--- src/pkg/ldr_cfg.svh ---
// Sizes and timing counts shared by both ends of the LUT dual-port RAM
`ifndef LDR_CFG_SVH
`define LDR_CFG_SVH

// ==========================================================================
// Array geometry
`define LDR_ADDR_W          4
`define LDR_DEPTH           16
`define LDR_DATA_W          2

// ==========================================================================
// Timing
`define LDR_CLK_HZ          10000000
`define LDR_WCLK_HIGH_MS    1
// Longest high phase of the write clock, rounded down to whole cycles
`define LDR_WCLK_HIGH_CYC   ((`LDR_WCLK_HIGH_MS * `LDR_CLK_HZ) / 1000)
`define LDR_WCLK_CNT_W      14

`endif

--- src/pkg/ldr_pkg.sv ---
// Types shared by both ends of the LUT dual-port RAM
`include "ldr_cfg.svh"

package ldr_pkg;

    // ======================================================================
    // Write timing and port arrangement
    typedef enum logic [1:0] {
        LDR_MODE_DUAL     = 2'h0,
        LDR_MODE_SP_EDGE  = 2'h1,
        LDR_MODE_SP_LEVEL = 2'h3
    } ldr_mode_t;

    // ======================================================================
    // Write sequencer states, Gray along the path
    typedef enum logic [1:0] {
        LDR_ST_IDLE   = 2'h0,
        LDR_ST_SETUP  = 2'h1,
        LDR_ST_STROBE = 2'h3,
        LDR_ST_HOLD   = 2'h2
    } ldr_state_t;

    typedef logic [`LDR_ADDR_W-1:0] ldr_addr_t;
    typedef logic [`LDR_DATA_W-1:0] ldr_data_t;

endpackage : ldr_pkg

--- src/pkg/ldr_if.sv ---
// Signals between the RAM cell and the logic that drives it
interface ldr_if;
    import ldr_pkg::*;

    ldr_mode_t mode;
    ldr_addr_t addr;
    ldr_addr_t second_read_address;
    ldr_data_t din;
    logic      we;
    logic      wclk;
    logic      primary_read_out;
    logic      second_read_out;

    modport dev (
        input  mode,
        input  addr,
        input  second_read_address,
        input  din,
        input  we,
        input  wclk,
        output primary_read_out,
        output second_read_out
    );

    modport usr (
        output mode,
        output addr,
        output second_read_address,
        output din,
        output we,
        output wclk,
        input  primary_read_out,
        input  second_read_out
    );

endinterface : ldr_if

--- src/logic/ldr_ram_dev.sv ---
// RAM cell end: two 16x1 lookup-table arrays with edge or level write timing
`include "ldr_cfg.svh"
// Operation
// Dual mode: shared address writes both arrays
// Primary reads shared address, second reads own
// Write clock high phase under one millisecond
// Level mode stores data while strobe high
// Level mode is transparent like a latch
// Address stable around the whole strobe
// Data stable around strobe falling edge
// Strobe from double clock, ends before edge
// Edge timing preferred, level only legacy
// Edge write on clock edge, enable qualifies
// Dual-port arrangement always edge-triggered
// Same-cycle read and write, any addresses
// One timing mode for both generators
// Reads are combinational, no read clock
// Contents have no reset value
module ldr_ram_dev #(
    parameter int unsigned WCLK_HIGH_MAX_CYC = `LDR_WCLK_HIGH_CYC
) (
    input  wire logic clk,
    input  wire logic rst_n,
    ldr_if.dev        bus,
    output logic      wr_pulse,
    output logic      same_addr_pulse,
    output logic      wclk_overlong,
    output logic      strobe_addr_err,
    output logic      strobe_data_err
);
    import ldr_pkg::*;

    localparam logic [`LDR_WCLK_CNT_W-1:0] HIGH_MAX =
        `LDR_WCLK_CNT_W'(WCLK_HIGH_MAX_CYC);

    // ======================================================================
    // Decoding
    function automatic logic is_level(
        input ldr_mode_t m
    );
        return (m == LDR_MODE_SP_LEVEL);
    endfunction : is_level

    function automatic logic is_dual(
        input ldr_mode_t m
    );
        return (m == LDR_MODE_DUAL);
    endfunction : is_dual

    // Stored bit, or the incoming bit while a level write is open on it
    function automatic logic lut_read(
        input logic [`LDR_DEPTH-1:0] cells,
        input ldr_addr_t             rd_a,
        input logic                  open_wr,
        input ldr_addr_t             wr_a,
        input logic                  wr_d
    );
        logic hit;
        hit = open_wr && (rd_a == wr_a);
        return hit ? wr_d : cells[rd_a];
    endfunction : lut_read

    // ======================================================================
    // Write control
    logic                  level_mode;
    logic                  dual_mode;
    logic                  wclk_prev_ff;
    logic                  wclk_rise;
    logic                  edge_wr;
    logic                  level_wr;
    logic                  wr_en;
    ldr_data_t             wdata;
    ldr_addr_t             rd_addr [`LDR_DATA_W];
    logic [`LDR_DATA_W-1:0] rd_bit;

    // Only the single-port level setting is level-sensitive
    assign level_mode = is_level(bus.mode);
    assign dual_mode  = is_dual(bus.mode);
    assign wclk_rise  = bus.wclk & ~wclk_prev_ff;
    assign edge_wr    = ~level_mode & bus.we & wclk_rise;
    assign level_wr   = level_mode & bus.we;
    assign wr_en      = edge_wr | level_wr;

    // In dual mode both copies take the same bit
    assign wdata = dual_mode ? {`LDR_DATA_W{bus.din[0]}} : bus.din;

    always_ff @(posedge clk or negedge rst_n) begin
        if (!rst_n) begin
            wclk_prev_ff <= 1'b0;
        end else begin
            wclk_prev_ff <= bus.wclk;
        end
    end

    // ======================================================================
    // Storage, one array per function generator
    // No reset on purpose: the cells power up undefined and stay so until written
    logic [`LDR_DEPTH-1:0] mem_ff [`LDR_DATA_W];

    genvar gi;
    generate
        for (gi = 0; gi < `LDR_DATA_W; gi++) begin : g_lut
            always_ff @(posedge clk) begin
                if (wr_en) begin
                    mem_ff[gi][bus.addr] <= wdata[gi];
                end
            end

            // Second generator reads its own address only in dual mode
            if (gi == 1) begin : g_sec
                assign rd_addr[gi] = dual_mode ? bus.second_read_address
                                               : bus.addr;
            end else begin : g_pri
                assign rd_addr[gi] = bus.addr;
            end

            assign rd_bit[gi] = lut_read(mem_ff[gi], rd_addr[gi], level_wr,
                                         bus.addr, wdata[gi]);
        end
    endgenerate

    // ======================================================================
    // Read ports
    // Edge writes: reads see the old word until the write edge, the new one right after; level writes show through while the strobe is high
    assign bus.primary_read_out = rd_bit[0];
    assign bus.second_read_out  = rd_bit[1];

    // ======================================================================
    // Write and collision pulses
    logic wr_pulse_ff;
    logic same_addr_ff;

    always_ff @(posedge clk or negedge rst_n) begin
        if (!rst_n) begin
            wr_pulse_ff <= 1'b0;
        end else begin
            wr_pulse_ff <= wr_en;
        end
    end

    // In dual mode a second-port read of the word being written in the same cycle is legal, only reported
    always_ff @(posedge clk or negedge rst_n) begin
        if (!rst_n) begin
            same_addr_ff <= 1'b0;
        end else begin
            same_addr_ff <= edge_wr & dual_mode &
                            (bus.addr == bus.second_read_address);
        end
    end

    assign wr_pulse        = wr_pulse_ff;
    assign same_addr_pulse = same_addr_ff;

    // ======================================================================
    // Write clock high-phase watch
    // A stalled high phase burns current in the real cell; flag it, cannot stop it
    logic [`LDR_WCLK_CNT_W-1:0] hi_cnt_ff;
    logic [`LDR_WCLK_CNT_W-1:0] nxt_hi_cnt;
    logic                       overlong_ff;

    always_comb begin
        nxt_hi_cnt = '0;
        if (bus.wclk && !level_mode) begin
            if (hi_cnt_ff == HIGH_MAX) begin
                nxt_hi_cnt = hi_cnt_ff;
            end else begin
                nxt_hi_cnt = hi_cnt_ff + `LDR_WCLK_CNT_W'(1);
            end
        end
    end

    always_ff @(posedge clk or negedge rst_n) begin
        if (!rst_n) begin
            hi_cnt_ff <= '0;
        end else begin
            hi_cnt_ff <= nxt_hi_cnt;
        end
    end

    always_ff @(posedge clk or negedge rst_n) begin
        if (!rst_n) begin
            overlong_ff <= 1'b0;
        end else begin
            overlong_ff <= (nxt_hi_cnt == HIGH_MAX);
        end
    end

    assign wclk_overlong = overlong_ff;

    // ======================================================================
    // Level strobe discipline watch
    logic      we_prev_ff;
    ldr_addr_t addr_prev_ff;
    ldr_data_t din_prev_ff;
    logic      addr_err_ff;
    logic      data_err_ff;

    always_ff @(posedge clk or negedge rst_n) begin
        if (!rst_n) begin
            we_prev_ff   <= 1'b0;
            addr_prev_ff <= '0;
            din_prev_ff  <= '0;
        end else begin
            we_prev_ff   <= bus.we;
            addr_prev_ff <= bus.addr;
            din_prev_ff  <= bus.din;
        end
    end

    // An address move under an open strobe spoils the new word
    always_ff @(posedge clk or negedge rst_n) begin
        if (!rst_n) begin
            addr_err_ff <= 1'b0;
        end else begin
            addr_err_ff <= level_mode & bus.we & we_prev_ff &
                           (bus.addr != addr_prev_ff);
        end
    end

    // Data moving as the strobe falls leaves the word uncertain
    always_ff @(posedge clk or negedge rst_n) begin
        if (!rst_n) begin
            data_err_ff <= 1'b0;
        end else begin
            data_err_ff <= level_mode & we_prev_ff & ~bus.we &
                           (bus.din != din_prev_ff);
        end
    end

    assign strobe_addr_err = addr_err_ff;
    assign strobe_data_err = data_err_ff;

endmodule : ldr_ram_dev

--- src/flat_wrapper.sv ---
// flat-port wrapper written by rule: the top's interface ports become plain ports
module ldr_ram_dev_flat import ldr_pkg::*;
#(
    parameter int unsigned WCLK_HIGH_MAX_CYC = `LDR_WCLK_HIGH_CYC
)
  (clk, rst_n, wr_pulse, same_addr_pulse, wclk_overlong, strobe_addr_err, strobe_data_err, bus_mode, bus_addr, bus_second_read_address, bus_din, bus_we, bus_wclk, bus_primary_read_out, bus_second_read_out);
  ldr_if bus_i ();
  input  wire logic clk;
  input  wire logic rst_n;
  output logic wr_pulse;
  output logic same_addr_pulse;
  output logic wclk_overlong;
  output logic strobe_addr_err;
  output logic strobe_data_err;
  input wire logic [$bits(bus_i.mode)-1:0] bus_mode;
  input wire logic [$bits(bus_i.addr)-1:0] bus_addr;
  input wire logic [$bits(bus_i.second_read_address)-1:0] bus_second_read_address;
  input wire logic [$bits(bus_i.din)-1:0] bus_din;
  input wire logic [$bits(bus_i.we)-1:0] bus_we;
  input wire logic [$bits(bus_i.wclk)-1:0] bus_wclk;
  output wire logic [$bits(bus_i.primary_read_out)-1:0] bus_primary_read_out;
  output wire logic [$bits(bus_i.second_read_out)-1:0] bus_second_read_out;
  assign bus_i.mode = bus_mode;
  assign bus_i.addr = bus_addr;
  assign bus_i.second_read_address = bus_second_read_address;
  assign bus_i.din = bus_din;
  assign bus_i.we = bus_we;
  assign bus_i.wclk = bus_wclk;
  assign bus_primary_read_out = bus_i.primary_read_out;
  assign bus_second_read_out = bus_i.second_read_out;
  ldr_ram_dev #(.WCLK_HIGH_MAX_CYC(WCLK_HIGH_MAX_CYC)) u_core (.clk(clk), .rst_n(rst_n), .bus(bus_i), .wr_pulse(wr_pulse), .same_addr_pulse(same_addr_pulse), .wclk_overlong(wclk_overlong), .strobe_addr_err(strobe_addr_err), .strobe_data_err(strobe_data_err));
endmodule
--- config.mk ---
export PLATFORM = sky130hd
export DESIGN_NAME = ldr_ram_dev_flat
export DESIGN_NICKNAME = d
export VERILOG_FILES = /design/src/pkg/ldr_pkg.sv /design/src/pkg/ldr_if.sv /design/src/logic/ldr_ram_dev.sv /design/src/flat_wrapper.sv
export VERILOG_INCLUDE_DIRS = /design/src /design/src/pkg
export SDC_FILE = /design/constraint.sdc
export NUM_CORES = 1
export LEC_CHECK = 0
export BUFFER_PORTS_ARGS = -buffer_cell sky130_fd_sc_hd__buf_2
export CAP_MARGIN = 30
export CORE_MARGIN = 5
export CORE_UTILIZATION = 54
export DETAILED_ROUTE_END_ITERATION = 6
export GPL_TIMING_DRIVEN = 0
export PLACE_DENSITY = 0.76
export SYNTH_ARGS = -nofsm -noshare
export SYNTH_HDL_FRONTEND = slang
export SYNTH_SLANG_ARGS = --single-unit
--- constraint.sdc ---
create_clock -name clk -period 1.8 [get_ports clk]
set_clock_uncertainty 0.15 [all_clocks]
set_input_delay 0.09 -clock clk [delete_from_list [all_inputs] [get_ports clk]]
set_output_delay 0.09 -clock clk [all_outputs]
set_load 0.01 [all_outputs]
== Word-level counts from Yosys, hierarchy flattened ==
Memory sizes are Yosys's and may differ from the RTL's.
Cells that the tools add are included.

* Bits in registers: 27
* Bits in writable memories: 32
* Bits of input ports: 16
* Output and inout bits: 7
* Memories: 1

{| class="wikitable"
|+ Memories
! name !! depth !! width !! rd ports !! clocked after memory_dff !! write ports !! RTL line !! RTL
|-
| u_core.mem_ff || 2 || 16 || 2 || 0 || 2 || ldr_ram_dev.sv:98 || <nowiki>logic [`LDR_DEPTH-1:0] mem_ff [`LDR_DATA_W];</nowiki>
|}

* Add/subtract/negate cells: 1
* Magnitude comparators: 3
* Eq/ne operators: 7
* Multiplexer cells: 14
* Bitwise operators: 15
* Reductions and logical operators: 5

{| class="wikitable"
|+ Operators by type and width
! kind !! count
|-
| $eq A14 B14 Y1 const B || 2
|-
| $mux W14 || 2
|-
| $mux W16 || 1
|-
| $add A14 B1 Y14 const B || 1
|-
| $and A1 B1 Y1 || 11
|-
| $lt A4 B5 Y1 const B || 2
|-
| $bmux W1 S4 || 2
|-
| $eq A4 B4 Y1 || 2
|-
| $mux W1 || 6
|-
| $demux W1 S4 || 1
|-
| $ge A4 B1 Y1 const B || 1
|-
| $mux W4 || 1
|-
| $ne A4 B4 Y1 || 1
|-
| $logic_and A1 B1 Y1 || 3
|-
| $not A1 Y1 || 3
|-
| $eq A2 B2 Y1 const B || 1
|-
| $logic_not A2 Y1 || 1
|-
| $mux W2 || 1
|-
| $ne A2 B2 Y1 || 1
|-
| $logic_not A1 Y1 || 1
|-
| $or A1 B1 Y1 || 1
|}

== Depth between registers and ports, before layout ==
* Depth after elaboration: 7
* Gate-level depth with buffers: 8
* Depth with buffers taken out: 7

== Worst setup path after synthesis ==
Ideal clock, no wire load.

* Kind: reg2reg
* Start point: register u_core.hi_cnt_ff[0]
* End point: register u_core.overlong_ff (netlist: u_core.wclk_overlong)
* Setup time: 101 ps
* Arrival time: 1658 ps
* Slack: -109 ps
* Cell stages (with the launch flop): 9
* Buffers on the path: 1
* Period minus slack after synthesis: 1909 ps
* Path through: dfrtp_1 clkbuf_1 inv_1 ha_1 nor4bb_1 nand4_1 o31ai_1 o21ai_0 nor4_1

* Longest elaborated chain between the ends: 4
* Elaborated cells between the ends (all ways): 5
* Those cells by class: 1 x add/sub; 2 x eq/ne; 2 x mux

{| class="wikitable"
|+ RTL lines
! item !! RTL line !! RTL
|-
| start: declaration || ldr_ram_dev.sv:157 || <nowiki>logic [`LDR_WCLK_CNT_W-1:0] hi_cnt_ff;</nowiki>
|-
| start signal: assignment || ldr_ram_dev.sv:176 || <nowiki>hi_cnt_ff <= nxt_hi_cnt;</nowiki>
|-
| $add A14 B1 Y14 / $eq A14 B14 Y1 (equally long branches) || ldr_ram_dev.sv:167, ldr_ram_dev.sv:164 ||
|-
| $mux W14 * || ldr_ram_dev.sv:164 || <nowiki>if (hi_cnt_ff == HIGH_MAX) begin</nowiki>
|-
| $mux W14 * || ldr_ram_dev.sv:163 || <nowiki>if (bus.wclk && !level_mode) begin</nowiki>
|-
| $eq A14 B14 Y1 * || ldr_ram_dev.sv:184 || <nowiki>overlong_ff <= (nxt_hi_cnt == HIGH_MAX);</nowiki>
|-
| end signal: assignment || ldr_ram_dev.sv:184 ||
|-
| end: declaration || ldr_ram_dev.sv:159 || <nowiki>logic overlong_ff;</nowiki>
|}

Every way passes the cells marked *; elsewhere a longest branch is shown, timed or not.

==> reports/metrics.yaml <==
port_buffers: 19
place_ws_ns: -0.538
finalHoldViolCount: 0
fp.dieW_um: 84.3
avgRoutedWirePerCell_um: 18.6
cts_tree: "yes"
postPlaceCellArea_um2: 3180
mostFrequentLayoutCells: "nor2_1, edfxtp_1, dfrtp_1"
rows: 27
critical_path_class: "flip-flop to output pin"
fin_crit_ns: 2.34
synth_fp_nets: 286
vias: 2437
first_pass_iters: 4
syn_area_per_cell_um2: 11.1
violations: "negative setup slack"
yosys_warnings: 0
setup_slack_ns: -0.538
synth_edf_count: 32
core_area_um2: 5440
start_util: 0.548
clockBufferDepth: 2
cp_data_required_time_ns: 1.56
synth-seq-cells: 59
routed_wl_um: 7460
ios: 23
antenna_found_initial: 0
setup-violations-final: 6
run_status: "complete, but fails checks"
htreeDepth: 3
clock_sinks: 59
worstSetupStartpointType: "flip-flop"
fill_cells: 369
grt-ovfl-total: 0
end_kind: "output pin"
drcViolationCount: 0
synth_seq_area_share: 0.549
insertion_delay_ns: 0.34
antenna_cells: 0
synth-main-ff-cell: "edfxtp_1"
grt_pass1_vias: 2367
vias_per_cell: 6.08
final_area_um2: 3800
cts_inserted_buffers: 9
die_area_um2: 7110
fp.dieH_um: 84.3
peakVddDrop_uv: 741
p_per_area_nw_per_um2: 792
dp_hpwl_um: 4510
layout.cells.most_common: "nor2_1"
layout.nets: 342
drt_iter0_drc: 283
ant_nets: 0
fmax_mhz: 428
synthDistinctLibCells: 51
syn_inst: 268
utilization: 0.699
grt_usage: 0.209
cts.clk_slew.worst_paths_ns: 0.07
hold_class: "primary input to flip-flop"
hold_ws_ns: 0.0501
async_flop_share: 0.458
cp_max_fo: 1
drive_above_1_share: 0.283
grt_pass1_wl_um: 11700
p_leak_nw: 1.45
tightest_slew_ns: 0.731
grt_max_degree: 28
rsz0062_at_grt: "true"
area_growth_pct: 27.5
cap_violations: 0
finalCritPeriodShare: 1.30
crit_arrival_ns: 2.10
max_slew_margin: 0.513
final_max_slew_viol_count: 0
netlist_area_um2: 2980
gp_congestion: 0.942
cts_root_buffer: "clkbuf_8"
==> state kept, by name, indices dropped and copies added (netlist names) <==
signal / flops
u_core.strobe_addr_err: 1
u_core.addr_prev_ff: 4
u_core.hi_cnt_ff: 14
u_core.we_prev_ff: 1
u_core.wr_pulse: 1
u_core.strobe_data_err: 1
u_core.wclk_overlong: 1
u_core.din_prev_ff: 2
u_core.wclk_prev_ff: 1
u_core.mem_ff: 32
u_core.same_addr_pulse: 1
==> layout make-up <==
cell class | instances | area, um2 | share of cell area
plain buffers | 13 | 80.1 | 0.0211
clock buffers | 10 | 128 | 0.0336
clock inverters | 6 | 65.1 | 0.0171
inverters | 6 | 27.5 | 0.00724
multi-input cells | 190 | 1430 | 0.376
flip-flops and latches | 59 | 1640 | 0.431
well taps | 72 | 90.1 | 0.0237
repair buffers | 45 | 345 | 0.0908
==> per-stage QoR <==
| stage | total power [W] | std cells | TNS [ns] |
|---|---|---|---|
| 3_3_place_gp | 0.00175 | 359 | -2.27 |
| 3_5_place_dp | 0.00175 | 359 | -2.68 |
| 5_1_grt | 0.00313 | 401 | -1.95 |
| 2_1_floorplan | 0.00165 | 268 | -0.0982 |
| 6_report | 0.00301 | 401 | -1.24 |
| 4_1_cts | 0.00299 | 397 | -0.899 |
==> routing by layer <==
metal / wire, um / GRT usage
met1: 3140 / 0.273
met2: 3600 / 0.338
met3: 534 / 0.0383
met4: 193 / 0.0936
met5: 0 / 0
==> kinds of logic after synthesis <==
group,share of synthesized area
simple gates,0.213
flops,0.549
compound gates,0.0730
xor+xnor,0.0617
buf+inv,0.0285
mux,0.0671
fa+ha+maj,0.00839
==> repair_timing <==
action                                 in CTS  in global routing
pin swaps                                   9                  8
endpoints found under the hold margin      38                  0
hold buffers                               11                  0
setup endpoints to repair                  16                 42
setup buffers                              11                  5
resized for setup                          31                 22
==> critical path, stage by stage (launching register included) <==
cell	delay (ns)
edfxtp_1	0.37
mux4_1	0.52
mux4_2	0.47
mux2_4	0.29
buf_6	0.12
==> report_power, final <==
group / leakage (nW) / internal [W] / total, W / switching (W)
clock network: 0.0866 / 0.000639 / 0.00119 / 0.000556
registers: 0.643 / 0.00145 / 0.00146 / 0.0000127
logic: 0.723 / 0.000156 / 0.000354 / 0.000198
==> worst paths after layout <==
kind | startpoint | endpoint | slack [ns] | cells past startpoint
worst max-delay path | u_core.mem_ff[0][1]$_DFFE_PP_ | bus_primary_read_out | -0.54 | 4
worst min-delay path | bus_we | u_core.wr_pulse$_DFF_PN0_ | 0.05 | 3
worst max register to register | u_core.hi_cnt_ff[0]$_DFF_PN0_ | u_core.wclk_overlong$_DFF_PN0_ | -0.28 | 7
worst min register to register | u_core.we_prev_ff$_DFF_PN0_ | u_core.strobe_data_err$_DFF_PN0_ | 0.38 | 2
max in group asynchronous | rst_n | u_core.hi_cnt_ff[1]$_DFF_PN0_ | 0.90 | 2
min in group asynchronous | rst_n | u_core.addr_prev_ff[2]$_DFF_PN0_ | 0.15 | 2
==> cells in the mapped netlist, types with 2 or more instances <==
master    count  share of area
nand4b_1      2         0.0059
nand2b_1      4         0.0084
nor3_1       13          0.022
nor3b_1       3         0.0075
and3_1        5          0.010
nand4_1       6          0.013
buf_2         4         0.0067
inv_1         6         0.0075
o31ai_1       2         0.0050
mux2_2        2         0.0075
or3b_1        2         0.0059
xor2_1        9          0.026
nand2_1      18          0.023
nor2b_1       7          0.015
clkbuf_1      6         0.0075
a21oi_1       6          0.010
edfxtp_1     32           0.32
nand3_1       7          0.012
o21ai_0       9          0.015
and2_1        3         0.0063
mux4_1        4          0.035
a211oi_1      4          0.010
ha_1          2         0.0084
or3_1         3         0.0063
xnor2_1      12          0.035
dfrtp_1      27           0.23
mux2i_1       5          0.017
nor4_1        4         0.0084
or2_2         2         0.0042
nor4b_1       2         0.0059
nand3b_1      2         0.0050
nor2_1       36          0.045
Power figures use the tool's default switching activity.
